--- src/verilog/sadc_pkg.sv ---
`default_nettype none
package sadc_pkg;
  // ************************************************
  // Register map (index = printed offset, byte = 4x)
  // ************************************************
  localparam logic [11:0] ADC_CONTROL_0_IDX = 12'h3d6;
  localparam logic [11:0] ADC_CONTROL_1_IDX = 12'h3d7;
  localparam logic [11:0] ADC_CONTROL_2_IDX = 12'h3d8;
  localparam logic [11:0] RESULT_BASE_IDX   = 12'h3c0;
  localparam int          ADDR_W            = 14;
  localparam logic [13:0] CTRL0_ADDR  = {ADC_CONTROL_0_IDX, 2'b00};
  localparam logic [13:0] CTRL1_ADDR  = {ADC_CONTROL_1_IDX, 2'b00};
  localparam logic [13:0] CTRL2_ADDR  = {ADC_CONTROL_2_IDX, 2'b00};
  localparam logic [13:0] RESULT_ADDR = {RESULT_BASE_IDX, 2'b00};
  localparam logic [7:0]  CTRL0_RST   = 8'h00;
  localparam logic [7:0]  CTRL1_RST   = 8'h00;
  localparam logic [7:0]  CTRL2_RST   = 8'h00;
  localparam logic [7:0]  CTRL2_WMASK = 8'h17;
  // ************************************************
  // Field positions
  // ************************************************
  localparam int C0_CH_LO = 0;
  localparam int C0_MD_LO = 3;
  localparam int C0_TRG   = 5;
  localparam int C0_START = 6;
  localparam int C0_CLK_DIV_SEL0  = 7;
  localparam int C1_MD2   = 2;
  localparam int C1_BITS  = 3;
  localparam int C1_CLK_DIV_SEL1  = 4;
  localparam int C1_VCON  = 5;
  localparam int C1_OPA_LO = 6;
  localparam int C2_SMP   = 0;
  localparam int C2_GS_LO = 1;
  localparam int C2_CLK_DIV_SEL2  = 4;
  localparam logic [1:0] MODE_ONESHOT = 2'b00;
  localparam logic [1:0] GRP_A = 2'b00;
  localparam logic [1:0] GRP_B = 2'b10;
  localparam logic [1:0] OPA_EX0 = 2'b01;
  localparam logic [1:0] OPA_EX1 = 2'b10;
  localparam logic [4:0] AIN_EX0 = 5'h18;
  localparam logic [4:0] AIN_EX1 = 5'h19;
  localparam int RES_IDX_LO = 2;
  // ************************************************
  // Conversion lengths in conversion-clock cycles
  // ************************************************
  localparam logic [5:0] CYC_8_NOSH  = 6'd49;
  localparam logic [5:0] CYC_10_NOSH = 6'd59;
  localparam logic [5:0] CYC_8_SH    = 6'd28;
  localparam logic [5:0] CYC_10_SH   = 6'd33;
  localparam logic [3:0] DIV_1  = 4'h0;
  localparam logic [3:0] DIV_2  = 4'h1;
  localparam logic [3:0] DIV_3  = 4'h2;
  localparam logic [3:0] DIV_4  = 4'h3;
  localparam logic [3:0] DIV_6  = 4'h5;
  localparam logic [3:0] DIV_12 = 4'hb;
  typedef enum logic [1:0] {ST_IDLE, ST_ARMED, ST_CONV} sadc_state_t;
endpackage : sadc_pkg
`default_nettype wire
--- src/verilog/sadc_oneshot.sv ---
`timescale 1ns/10ps
`default_nettype none
module sadc_oneshot (
  input  wire logic        clk,
  input  wire logic        rst,
  input  wire logic [13:0] addr,
  input  wire logic [31:0] wdata,
  input  wire logic        wr,
  input  wire logic        rd,
  output logic      [31:0] rdata,
  input  wire logic        ext_trigger_pin,
  input  wire logic [9:0]  conv_data,
  output logic      [4:0]  ain_select,
  output logic             sample_hold_enable,
  output logic             conv_clk_en,
  output logic             sample_strobe,
  output logic             vref_connect,
  output logic             conv_irq
);
  // ************************************************
  // State
  // ************************************************
  typedef struct packed {
    logic [7:0]          c0;
    logic [7:0]          c1;
    logic [7:0]          c2;
    logic [7:0][9:0]     res;
    sadc_pkg::sadc_state_t st;
    logic [3:0]          div_cnt;
    logic [5:0]          cyc_cnt;
    logic [2:0]          trg_sync;
    logic                trg_lvl;
    logic [31:0]         rdata;
    logic [4:0]          ain;
    logic                tick;
    logic                samp;
    logic                irq;
  } sadc_reg_t;

  sadc_reg_t r_q;
  sadc_reg_t r_d;

  logic       swtrig;
  logic [5:0] conv_len;
  logic [3:0] div_lim;
  logic [2:0] cks;
  logic       trg_fall;
  logic [2:0] ridx;

  // ************************************************
  // Decode of control fields
  // ************************************************
  always_comb begin
    swtrig = ~r_q.c0[sadc_pkg::C0_TRG];
    case ({r_q.c2[sadc_pkg::C2_SMP], r_q.c1[sadc_pkg::C1_BITS]})
      2'b00:   conv_len = sadc_pkg::CYC_8_NOSH;
      2'b01:   conv_len = sadc_pkg::CYC_10_NOSH;
      2'b10:   conv_len = sadc_pkg::CYC_8_SH;
      default: conv_len = sadc_pkg::CYC_10_SH;
    endcase
    cks = {r_q.c2[sadc_pkg::C2_CLK_DIV_SEL2], r_q.c1[sadc_pkg::C1_CLK_DIV_SEL1], r_q.c0[sadc_pkg::C0_CLK_DIV_SEL0]};
    case (cks)
      3'b000:  div_lim = sadc_pkg::DIV_4;
      3'b001:  div_lim = sadc_pkg::DIV_2;
      3'b010:  div_lim = sadc_pkg::DIV_1;
      3'b011:  div_lim = sadc_pkg::DIV_1;
      3'b100:  div_lim = sadc_pkg::DIV_12;
      3'b101:  div_lim = sadc_pkg::DIV_6;
      default: div_lim = sadc_pkg::DIV_3;
    endcase
    // Change counts only when second and third stages agree
    trg_fall = r_q.trg_lvl & ~r_q.trg_sync[1] & ~r_q.trg_sync[2];
    ridx = addr[sadc_pkg::RES_IDX_LO +: 3];
  end

  // ************************************************
  // Next-state logic
  // ************************************************
  always_comb begin
    r_d = r_q;
    r_d.trg_sync = {r_q.trg_sync[1:0], ext_trigger_pin};
    if (r_q.trg_sync[1] == r_q.trg_sync[2]) begin
      r_d.trg_lvl = r_q.trg_sync[2];
    end
    r_d.irq = 1'b0;
    r_d.samp = 1'b0;
    r_d.rdata = '0;
    r_d.tick = 1'b0;

    // Register writes; control 2 reserved and upper bits forced to 0
    if (wr) begin
      case (addr)
        sadc_pkg::CTRL0_ADDR: r_d.c0 = wdata[7:0];
        sadc_pkg::CTRL1_ADDR: r_d.c1 = wdata[7:0];
        sadc_pkg::CTRL2_ADDR: r_d.c2 = wdata[7:0] & sadc_pkg::CTRL2_WMASK;
        default: ;
      endcase
    end
    if (rd) begin
      if (addr == sadc_pkg::CTRL0_ADDR) begin
        r_d.rdata = {24'h0, r_q.c0};
      end else if (addr == sadc_pkg::CTRL1_ADDR) begin
        r_d.rdata = {24'h0, r_q.c1};
      end else if (addr == sadc_pkg::CTRL2_ADDR) begin
        r_d.rdata = {24'h0, r_q.c2};
      end else if (addr[13:5] == sadc_pkg::RESULT_ADDR[13:5]) begin
        r_d.rdata = {22'h0, r_q.res[ridx]};
      end
    end

    // Pin choice: channel, group, external input; sweep bits unused
    if (r_q.c1[sadc_pkg::C1_OPA_LO +: 2] == sadc_pkg::OPA_EX0) begin
      r_d.ain = sadc_pkg::AIN_EX0;
    end else if (r_q.c1[sadc_pkg::C1_OPA_LO +: 2] == sadc_pkg::OPA_EX1) begin
      r_d.ain = sadc_pkg::AIN_EX1;
    end else begin
      r_d.ain = {r_q.c2[sadc_pkg::C2_GS_LO +: 2], r_q.c0[sadc_pkg::C0_CH_LO +: 3]};
    end

    // Restarts from zero each time, so the first tick is a full period
    // Conversion clock divider runs only while converting
    if (r_q.st == sadc_pkg::ST_CONV) begin
      if (r_q.div_cnt >= div_lim) begin
        r_d.div_cnt = '0;
        r_d.tick = 1'b1;
      end else begin
        r_d.div_cnt = r_q.div_cnt + 4'h1;
      end
    end else begin
      r_d.div_cnt = '0;
    end

    case (r_q.st)
      sadc_pkg::ST_IDLE: begin
        if (r_q.c0[sadc_pkg::C0_START] &&
            r_q.c0[sadc_pkg::C0_MD_LO +: 2] == sadc_pkg::MODE_ONESHOT) begin
          if (swtrig) begin
            r_d.st = sadc_pkg::ST_CONV;
            r_d.cyc_cnt = '0;
          end else begin
            r_d.st = sadc_pkg::ST_ARMED;
          end
        end
      end
      sadc_pkg::ST_ARMED: begin
        if (!r_q.c0[sadc_pkg::C0_START]) begin
          r_d.st = sadc_pkg::ST_IDLE;
        end else if (swtrig) begin
          // Switched to software trigger while armed: start at once
          r_d.st = sadc_pkg::ST_CONV;
          r_d.cyc_cnt = '0;
        end else if (trg_fall) begin
          r_d.st = sadc_pkg::ST_CONV;
          r_d.cyc_cnt = '0;
        end
      end
      sadc_pkg::ST_CONV: begin
        if (!r_q.c0[sadc_pkg::C0_START]) begin
          r_d.st = sadc_pkg::ST_IDLE;
        end else if (!swtrig && trg_fall) begin
          r_d.cyc_cnt = '0;
          r_d.div_cnt = '0;
          // Drop a tick already due, or the restart runs one tick short
          r_d.tick = 1'b0;
        end else if (r_q.tick) begin
          if (r_q.cyc_cnt == conv_len - 6'd1) begin
            r_d.samp = 1'b1;
            r_d.irq = 1'b1;
            r_d.res[r_q.c0[sadc_pkg::C0_CH_LO +: 3]] =
              r_q.c1[sadc_pkg::C1_BITS] ? conv_data : {2'b00, conv_data[9:2]};
            // Pin trigger keeps the flag set so the next edge converts again
            if (swtrig) begin
              r_d.c0[sadc_pkg::C0_START] = 1'b0;
              r_d.st = sadc_pkg::ST_IDLE;
            end else begin
              r_d.st = sadc_pkg::ST_ARMED;
            end
          end else begin
            r_d.cyc_cnt = r_q.cyc_cnt + 6'd1;
          end
        end
      end
      default: r_d.st = sadc_pkg::ST_IDLE;
    endcase
  end

  // ************************************************
  // Registers
  // ************************************************
  always_ff @(posedge clk) begin
    if (rst) begin
      r_q <= '0;
      r_q.c0 <= sadc_pkg::CTRL0_RST;
      r_q.c1 <= sadc_pkg::CTRL1_RST;
      r_q.c2 <= sadc_pkg::CTRL2_RST;
      r_q.st <= sadc_pkg::ST_IDLE;
      // Pin idles high; seeding the chain high avoids a false edge
      r_q.trg_sync <= 3'b111;
      r_q.trg_lvl <= 1'b1;
    end else begin
      r_q <= r_d;
    end
  end

  // ************************************************
  // Outputs
  // ************************************************
  assign rdata              = r_q.rdata;
  assign ain_select         = r_q.ain;
  assign sample_hold_enable = r_q.c2[sadc_pkg::C2_SMP];
  assign conv_clk_en        = r_q.tick;
  assign sample_strobe      = r_q.samp;
  assign vref_connect       = r_q.c1[sadc_pkg::C1_VCON];
  assign conv_irq           = r_q.irq;
endmodule : sadc_oneshot
`default_nettype wire

--- config.mk ---
export PLATFORM = sky130hd
export DESIGN_NAME = sadc_oneshot
export DESIGN_NICKNAME = d
export VERILOG_FILES = /design/src/verilog/sadc_pkg.sv /design/src/verilog/sadc_oneshot.sv
export SDC_FILE = /design/constraint.sdc
export NUM_CORES = 1
export LEC_CHECK = 0
export BUFFER_PORTS_ARGS = -buffer_cell sky130_fd_sc_hd__clkbuf_2
export CORE_MARGIN = 2
export CORE_UTILIZATION = 50
export DETAILED_ROUTE_END_ITERATION = 7
export PLACE_DENSITY_LB_ADDON = 0.2
export SYNTH_ARGS = -nofsm -noshare
export SYNTH_HDL_FRONTEND = slang
export SYNTH_SLANG_ARGS = --single-unit
--- constraint.sdc ---
create_clock -name clk -period 4.7 [get_ports clk]
set_input_delay 0.705 -clock clk [delete_from_list [all_inputs] [get_ports clk]]
set_output_delay 0.705 -clock clk [all_outputs]
set_load 0.005 [all_outputs]
* Yosys cells after proc, flatten, opt, wreduce, memory -nomap -nowiden
Cells that the tools add are included. Widths: inputs -> output; s select.
Storage, ports and cells: register bits after elaboration 156, output and inout bits 42
Cells by class: eq/ne operators 28, muxes and demuxes 57, reductions and logical operators 21, bitwise logic cells 10, add/subtract/negate cells 3, order comparisons 4
Operator list (number):
- $bwmux 80 | 1
- $mux 6 | 8
- $eq 14x12->1 const B | 3
- $mux 10 | 4
- $mux 8 | 5
- $pmux 6 s3 | 2
- $bmux 10 s3 | 1
- $demux 10 s3 | 1
- $mux 2 | 12
- $mux 23 | 1
- $pmux 4 s5 | 1
- $mux 4 | 4
- $mux 5 | 3
- $ne 3x3->1 const B | 4
- $mux 1 | 10
- $reduce_and 5->1 | 2
- $reduce_or 5->1 | 2
- $eq 9x7->1 const B | 1
- $lt 3x4->1 const B | 2
- $ne 2x2->1 const B | 4
- $not 1->1 | 8
- $reduce_and 8->1 | 1
- $mux 7 | 1
- $add 6x1->6 const B | 1
- other kinds (24) | 41

* Logic depth before layout (Yosys ltp)
Gate-level depths: netlist (run 1).
word-level depth 9, gate-level depth with buffers 10

* Worst setup path before layout (run 1)
Ideal clock, no wire load.
kind register to register, start point reg r_q[147] in the netlist's numbering, end point reg r_q[100] in the netlist's numbering, buffers on the path 3, period minus slack after synthesis 2.181 ns, slack 2.519 ns, stages on the path, launching flop included 11, arrival time 2.053 ns, setup time 0.128 ns, path through dfxtp_1 > buf_2 > inv_1 > ha_1 > or3b_1 > a21oi_2 > buf_6 > nand4_1 > buf_2 > nand3b_1 > o21ai_1
On the way: word-level cells in the longest chain between the ends 5, elaborated cells on any way between the ends 9
Ends and longest elaborated chain:
- start, declared | line sadc_oneshot.sv:40 | sadc_reg_t r_q;
- start signal, assigned | line sadc_oneshot.sv:201 | r_q <= r_d;
- $eq 2x2->1 (tied with other cells) | line sadc_oneshot.sv:55 | case ({r_q.c2[sadc_pkg::C2_SMP], r_q.c1[sadc_pkg::C1_BITS]})
- $pmux 6 s3 | line sadc_oneshot.sv:55
- $sub 6x1->6 | line sadc_oneshot.sv:166 | if (r_q.cyc_cnt == conv_len - 6'd1) begin
- $eq 6x6->1 | line sadc_oneshot.sv:166
- $reduce_and 5->1 (no source line)
Several ways; a longest one is shown, not always the timed one. A chain may end at the register's enable or synchronous reset.

* Final worst setup path (run 1)
start point reg r_q[147] in the netlist's numbering, end point reg r_q[49] in the netlist's numbering
On the way: word-level cells in the longest chain between the ends 6, elaborated cells on any way between the ends 8
Ends and longest elaborated chain (line):
- $eq 2x2->1 (tied with other cells) | sadc_oneshot.sv:55
- $pmux 6 s3 (*) | sadc_oneshot.sv:55
- $sub 6x1->6 (*) | sadc_oneshot.sv:166
- $eq 6x6->1 (*) | sadc_oneshot.sv:166
- $ne 3x3->1 (no source line) (*)
- $reduce_and 8->1 (no source line) (*)
Mark *: on every way between the ends. The rest lies on a longest branch, timed or not.

==> results.cfg, run 1 <==
[status]
outcome = complete, no violations

[placement]
hpwl_mm = 9.69
port_buffers = 56
placed_cell_area_um2 = 6630
gp_congestion = 0.858

[clock_tree]
cts-buffers-inserted = 17
clock_sinks = 133
cts_setup_buffers = 0
path_clk_slew_ns = 0.06
htree_levels = 4
cts_tree = built
clock_latency_ns = 0.42
ctsHoldBuffers = 0
clk_path_buf_depth = 2
cts-root-buf = clkbuf_16
cts_resized = 0

[critical_path]
critPathLaunchType = flip-flop
slowest_stage = dfxtp_1
reg2reg_depth = 7
cpPeakStageDelay_ns = 0.76
r2r_setup_slack_ns = 1.60
end_kind = flip-flop
path_class = reg -> reg
cp_max_fo = 12
crit_chain = inv_1 > ha_1 > or3b_1 > mux2i_1 > and4_4 > o21bai_2 > a31oi_1
cp.arrival_ns = 3.44
required_ns = 5.04

[sta]
finalCritPeriodShare_pct = 65.9
rsz0062_at_grt = no
relSlewSlack_pct = 34.0
fin_setup_tns_ns = 0
finalHoldViolCount = 0
final_max_slew_viol_count = 0
setup_violations = 0
fin_worst_skew_ns = 0.00824
hold_ws_ns = 0.407
worst_slew_pin_slew_ns = 0.963
fmax_mhz = 323
fin_crit_ns = 3.10

[global_route]
grt_usage_pct = 22.5
grt_max_degree = 48
grt_pass1_wl_mm = 24.8
gr-total-overflow = 0
antenna_found_initial = 0
grt_pass1_vias = 4869

[pwr]
power.density_nw_per_um2 = 371
comb_power_share_pct = 3.7
vdd_drop_max_mv = 0.289
p_int_uw = 2150
finalPower_uw = 2700
power_frac_seq_pct = 41.8
p_switching_uw = 553
p_sw_share_pct = 20.4
pwr-share-clk_pct = 54.6
p_leak_uw = 0.00273

[final_layout]
drive_gt1_share_pct = 20.7
nNetsFinal = 762
fillerInstances = 1104
postLayoutCellArea_um2 = 7290
antenna_cells = 0
syn2layout_area_growth_pct = 11.8

[logic_synthesis]
synth_adder_area_share_pct = 1.73
synth_top_family_by_area = simple AND/OR/NAND/NOR gates
yosys_warnings = 0
synth_compound_area_share_pct = 12.9
synthMuxAreaShare_pct = 11.7
ys_types = 62
synthXorXnorAreaFrac_pct = 0.787
synth-edff-count = 0
synthFlopType = dfxtp_1
synth_seq_cells = 133
synthArstFlopShare_pct = 0
synthSimpleGateAreaFrac_pct = 22.9
syn-cell-area_um2 = 6520
syn_avg_cell_area_um2 = 9.59
syn_inst = 680
yosysSeqAreaShare_pct = 40.8

[route]
routed-wl-met3_um = 729
wire_per_inst_um = 17.1
wl_mm = 15.0
vias_per_cell = 5.63
top_layer = met4
drtPass1Iterations = 4
drc = 0
wl_met1_mm = 6.81
drtIter0Drc = 359
vias = 4932
routed-wl-met2_mm = 7.17
ant_nets = 0

[floorplan]
initial_utilization_pct = 51.5
rows = 41
core_area_um2 = 12700
ioPinCount = 103
dieArea_um2 = 14000
die_h_um = 118
die_x_um = 118

[job]
drv_cap = 0

[hold_path]
hold_depth = 1
hold_class = reg -> reg
==> critical path, delay by kind of cell (launching register included) <==
kind,cells,cell delay (ns)
flip-flops,1,0.76
multiplexers,1,0.76
AND/OR/NAND/NOR,2,0.75
AO/OA/AOI/OAI,2,0.30
adder cells (fa/ha/maj),1,0.24
buffers and inverters,1,0.19
==> layout by cell type, fill, tap and decap left out, types with 3 or more instances in the layout <==
cell / synthesis / routed
o22a_1: 4 / 4
o22ai_1: 4 / 4
mux2i_1: 31 / 31
and2_1: 4 / 4
ha_1: 9 / 9
a21oi_1: 22 / 22
o311a_1: 4 / 4
nor2_1: 34 / 34
nor4b_1: 4 / 4
dfxtp_1: 133 / 133
a31oi_1: 4 / 4
clkbuf_2: 1 / 55
o21ai_1: 61 / 61
nor3_1: 3 / 3
nand3b_1: 85 / 85
mux4_2: 20 / 20
nand2_1: 30 / 30
bufinv_16: 0 / 5
conb_1: 1 / 22
clkbuf_16: 0 / 17
inv_1: 10 / 10
nand2b_1: 7 / 7
o21ai_0: 28 / 28
nand3_1: 9 / 9
or2_2: 14 / 14
nor3b_1: 7 / 7
nand4_1: 9 / 9
and4_1: 4 / 4
clkbuf_8: 0 / 3
buf_4: 41 / 12
a22oi_1: 4 / 4
==> power by group through the flow <==
stage          clock [µW]  sequential (µW)  combinational, µW
2_1_floorplan           0             1150               80.8
3_3_place_gp            0             1150               97.4
3_5_place_dp            0             1150               98.6
4_1_cts              1490             1130               98.8
5_1_grt              1550             1130                107
6_report             1480             1130               98.7
==> state kept, by name (all words and copies together) (netlist names) <==
name	flops
r_q	109
cks	3
rdata	10
sample_hold_enable	1
conv_clk_en	1
vref_connect	1
sample_strobe	1
r_d	2
ain_select	5
==> through the flow <==
step	setup WS, ns	cells	utilization [%]
CTS	1.60	876	57.5
detailed placement	1.63	845	52.3
global route	1.37	876	57.5
finish	1.60	876	57.5
floorplan	2.52	701	-
global placement	1.68	845	52.3
==> cell families after synthesis <==
| kind of cell | Yosys count |
|---|---|
| other | 1 |
| buffers and inverters | 106 |
| AO/OA/AOI/OAI | 144 |
| XOR/XNOR | 5 |
| adder cells (fa/ha/maj) | 9 |
| flip-flops | 133 |
| AND/OR/NAND/NOR | 231 |
| multiplexers | 51 |
==> final cells by class <==
| class | instances | area, µm² | area share [%] |
|---|---|---|---|
| flip-flops and latches | 133 | 2660 | 36.5 |
| repair buffers | 68 | 370 | 5.08 |
| clock inverters | 11 | 196 | 2.69 |
| multi-input cells | 462 | 3340 | 45.8 |
| well taps | 172 | 215 | 2.95 |
| inverters | 10 | 37.5 | 0.515 |
| clock buffers | 20 | 467 | 6.40 |
==> routing by layer <==
metal  GRT usage, %  vias to the layer above
li1               -                     2416
met1           28.9                     2360
met5              0                        -
met2           36.6                      139
met3           5.45                       17
met4           8.13                        0
==> synthesized netlist by cell type, drive strengths merged, types with 3 or more instances <==
master,count,area [µm²]
a21oi,23,119
a22oi,4,30.0
a31oi,4,25.0
and2,4,25.0
and3,3,21.3
and4,5,46.3
buf,65,435
clkbuf,31,121
dfxtp,133,2660
ha,9,113
inv,10,37.5
mux2i,31,310
mux4,20,450
nand2,30,113
nand2b,7,43.8
nand3,9,45.0
nand3b,85,638
nand4,11,81.3
nor2,34,128
nor3,3,15.0
nor3b,7,52.6
nor4b,6,82.6
o21ai,90,454
o22a,4,35.0
o22ai,4,25.0
o311a,4,40.0
or2,14,87.6
xnor2,3,33.8
==> path summary, 6_finish.rpt <==
kind,start,endpoint
worst max-delay path,r_q[147],r_q[49]
worst min register to register,r_d[42],r_d[43]
worst max register to register,r_q[147],r_q[49]
worst min-delay path,r_d[42],r_d[43]
Note: power is estimated with default switching activity, not from simulation.
==> run 2: changes to the inputs <==
==> constraint.sdc (replaced) <==
create_clock -name clk -period 2.8 [get_ports clk]
set_input_delay 0.42 -clock clk [delete_from_list [all_inputs] [get_ports clk]]
set_output_delay 0.42 -clock clk [all_outputs]
set_load 0.005 [all_outputs]
==> run 2 against run 1 <==
Global-route usage is 0.41 points lower. Clock power grew 57%. First-iteration DRC count up 42%. Fmax rose by 34%. Sequential power is 68% higher. Register-to-register slack worse by 1.1 ns. Sequential cell count stayed put. Via count increased by 1.8%. Setup slack worse by 1.1 ns. Wire length up 1.4%. Count of clock-buffer cells in the layout up 2. Critical endpoint is now r_q[109].
==> results.cfg, run 2 (synthesis results as in run 1) <==
[status]
outcome = complete, no violations

[final_layout]
final_cell_mix = dfxtp_1, nand3b_1, o21ai_1, clkbuf_2, nor2_1
antenna_cells = 0
fillerInstances = 1095
postLayoutCellArea_um2 = 7320
final_cells = 885
largest_reg_flops = 109
drive_gt1_share_pct = 21.6
final_common_cell = dfxtp_1
nNetsFinal = 770
syn2layout_area_growth_pct = 12.2
top_register = r_q

[sta]
finalHoldViolCount = 0
setup_violations = 0
worst_slew_pin_slew_ns = 0.807
finalCritPeriodShare_pct = 82.5
finalWorstSetupSlack_ns = 0.489
fin_setup_tns_ns = 0
fin_crit_ns = 2.31
rsz0062_at_grt = no
final_max_slew_viol_count = 0
relSlewSlack_pct = 46.2
fmax_mhz = 433
fin_worst_skew_ns = 0.0119

[clock_tree]
cts_setup_buffers = 0
clock_latency_ns = 0.42
cts-root-buf = clkbuf_16
cts-buffers-inserted = 17
path_clk_slew_ns = 0.06
clk_path_buf_depth = 2
cts_resized = 0
cts_tree = built
htree_levels = 4
ctsHoldBuffers = 0
clock_sinks = 133

[global_route]
gr-total-overflow = 0
antenna_found_initial = 0
grt_pass1_vias = 4744
grt_usage_pct = 22.0
grt_max_degree = 51
grt_pass1_wl_mm = 24.1

[critical_path]
critPathTopFamily = simple AND/OR/NAND/NOR gates
r2r_setup_slack_ns = 0.49
required_ns = 3.10
crit_chain = inv_1 > ha_1 > or3b_1 > a21oi_2 > nand4_1 > buf_4 > nand3b_1 > o21ai_1
critPathLaunchType = flip-flop
crit_buf_inv = 2
slowest_stage = a21oi_2
end_kind = flip-flop
cp_max_fo = 20
cp.arrival_ns = 2.61
path_class = reg -> reg
cpPeakStageDelay_ns = 0.47

[route]
ant_nets = 0
vias_per_cell = 5.68
drtIter0Drc = 511
drtPass1Iterations = 5
wl_mm = 15.2
drc = 0
wire_per_inst_um = 17.1
vias = 5023

[floorplan]
die_h_um = 118
initial_utilization_pct = 51.5
dieArea_um2 = 14000
core_area_um2 = 12700
rows = 41
die_x_um = 118
ioPinCount = 103

[pwr]
power.density_nw_per_um2 = 601
finalPower_uw = 4400
p_leak_uw = 0.00275
vdd_drop_max_mv = 0.389

[placement]
gp_congestion = 0.823
placed_cell_area_um2 = 6690
hpwl_mm = 10.1
post-place-ws_ns = 0.420
dp_cells = 853
port_buffers = 56

[hold_path]
hold_class = in -> reg

[job]
drv_cap = 0
## run 2: cell count changes in the layout (fill, tap and decap cells not counted)
cell	before	now
buf_4	12	20
bufinv_16	5	3
clkbuf_1	0	1
clkbuf_8	3	4
clkinv_4	2	1
clkinvlp_4	2	3
inv_6	1	2
## run 2: power breakdown
part	switching [µW]	internal, µW
clock network	832	1500
logic	99.0	71.7
registers	1.55	1890
## run 2: worst register-to-register path, delay by kind of cell (launching register included)
family / cells / cell delay, ns
buffers and inverters: 2 / 0.35
flip-flops: 1 / 0.34
AO/OA/AOI/OAI: 2 / 0.55
AND/OR/NAND/NOR: 3 / 0.65
adder cells (fa/ha/maj): 1 / 0.30
## run 2: final timing paths
path,from,end,depth (start not counted)
worst max-delay path,r_q[147],r_q[109],8
worst min-delay path,ext_trigger_pin,r_d[42],2
worst max register to register,r_q[147],r_q[109],8
worst min register to register,r_d[42],r_d[43],1
## run 2: area by class of cell
class / count / area, µm² / area share [%]
clock inverter: 10 / 144 / 1.97
inverter: 10 / 37.5 / 0.513
sequential: 133 / 2660 / 36.4
tap: 172 / 215 / 2.94
timing repair buffer: 76 / 430 / 5.88
multi-input combinational: 462 / 3340 / 45.7
clock buffer: 22 / 484 / 6.62
## run 2: routing by layer
metal  wire [µm]  track usage, %  up-vias
met5           0               0        -
met4         272            8.43        0
met3         765            4.92       21
met2        7080            35.0      165
met1        7060            29.3     2396
li1            -               -     2441
## run 2: stage by stage
stage | utilization, % | hold slack [ns]
final | 57.7 | 0.180
after global routing | 57.7 | 0.173
after CTS | 57.7 | 0.163
after detailed placement | 52.8 | 0.406
after global placement | 52.8 | 0.391
after floorplan | - | 0.389
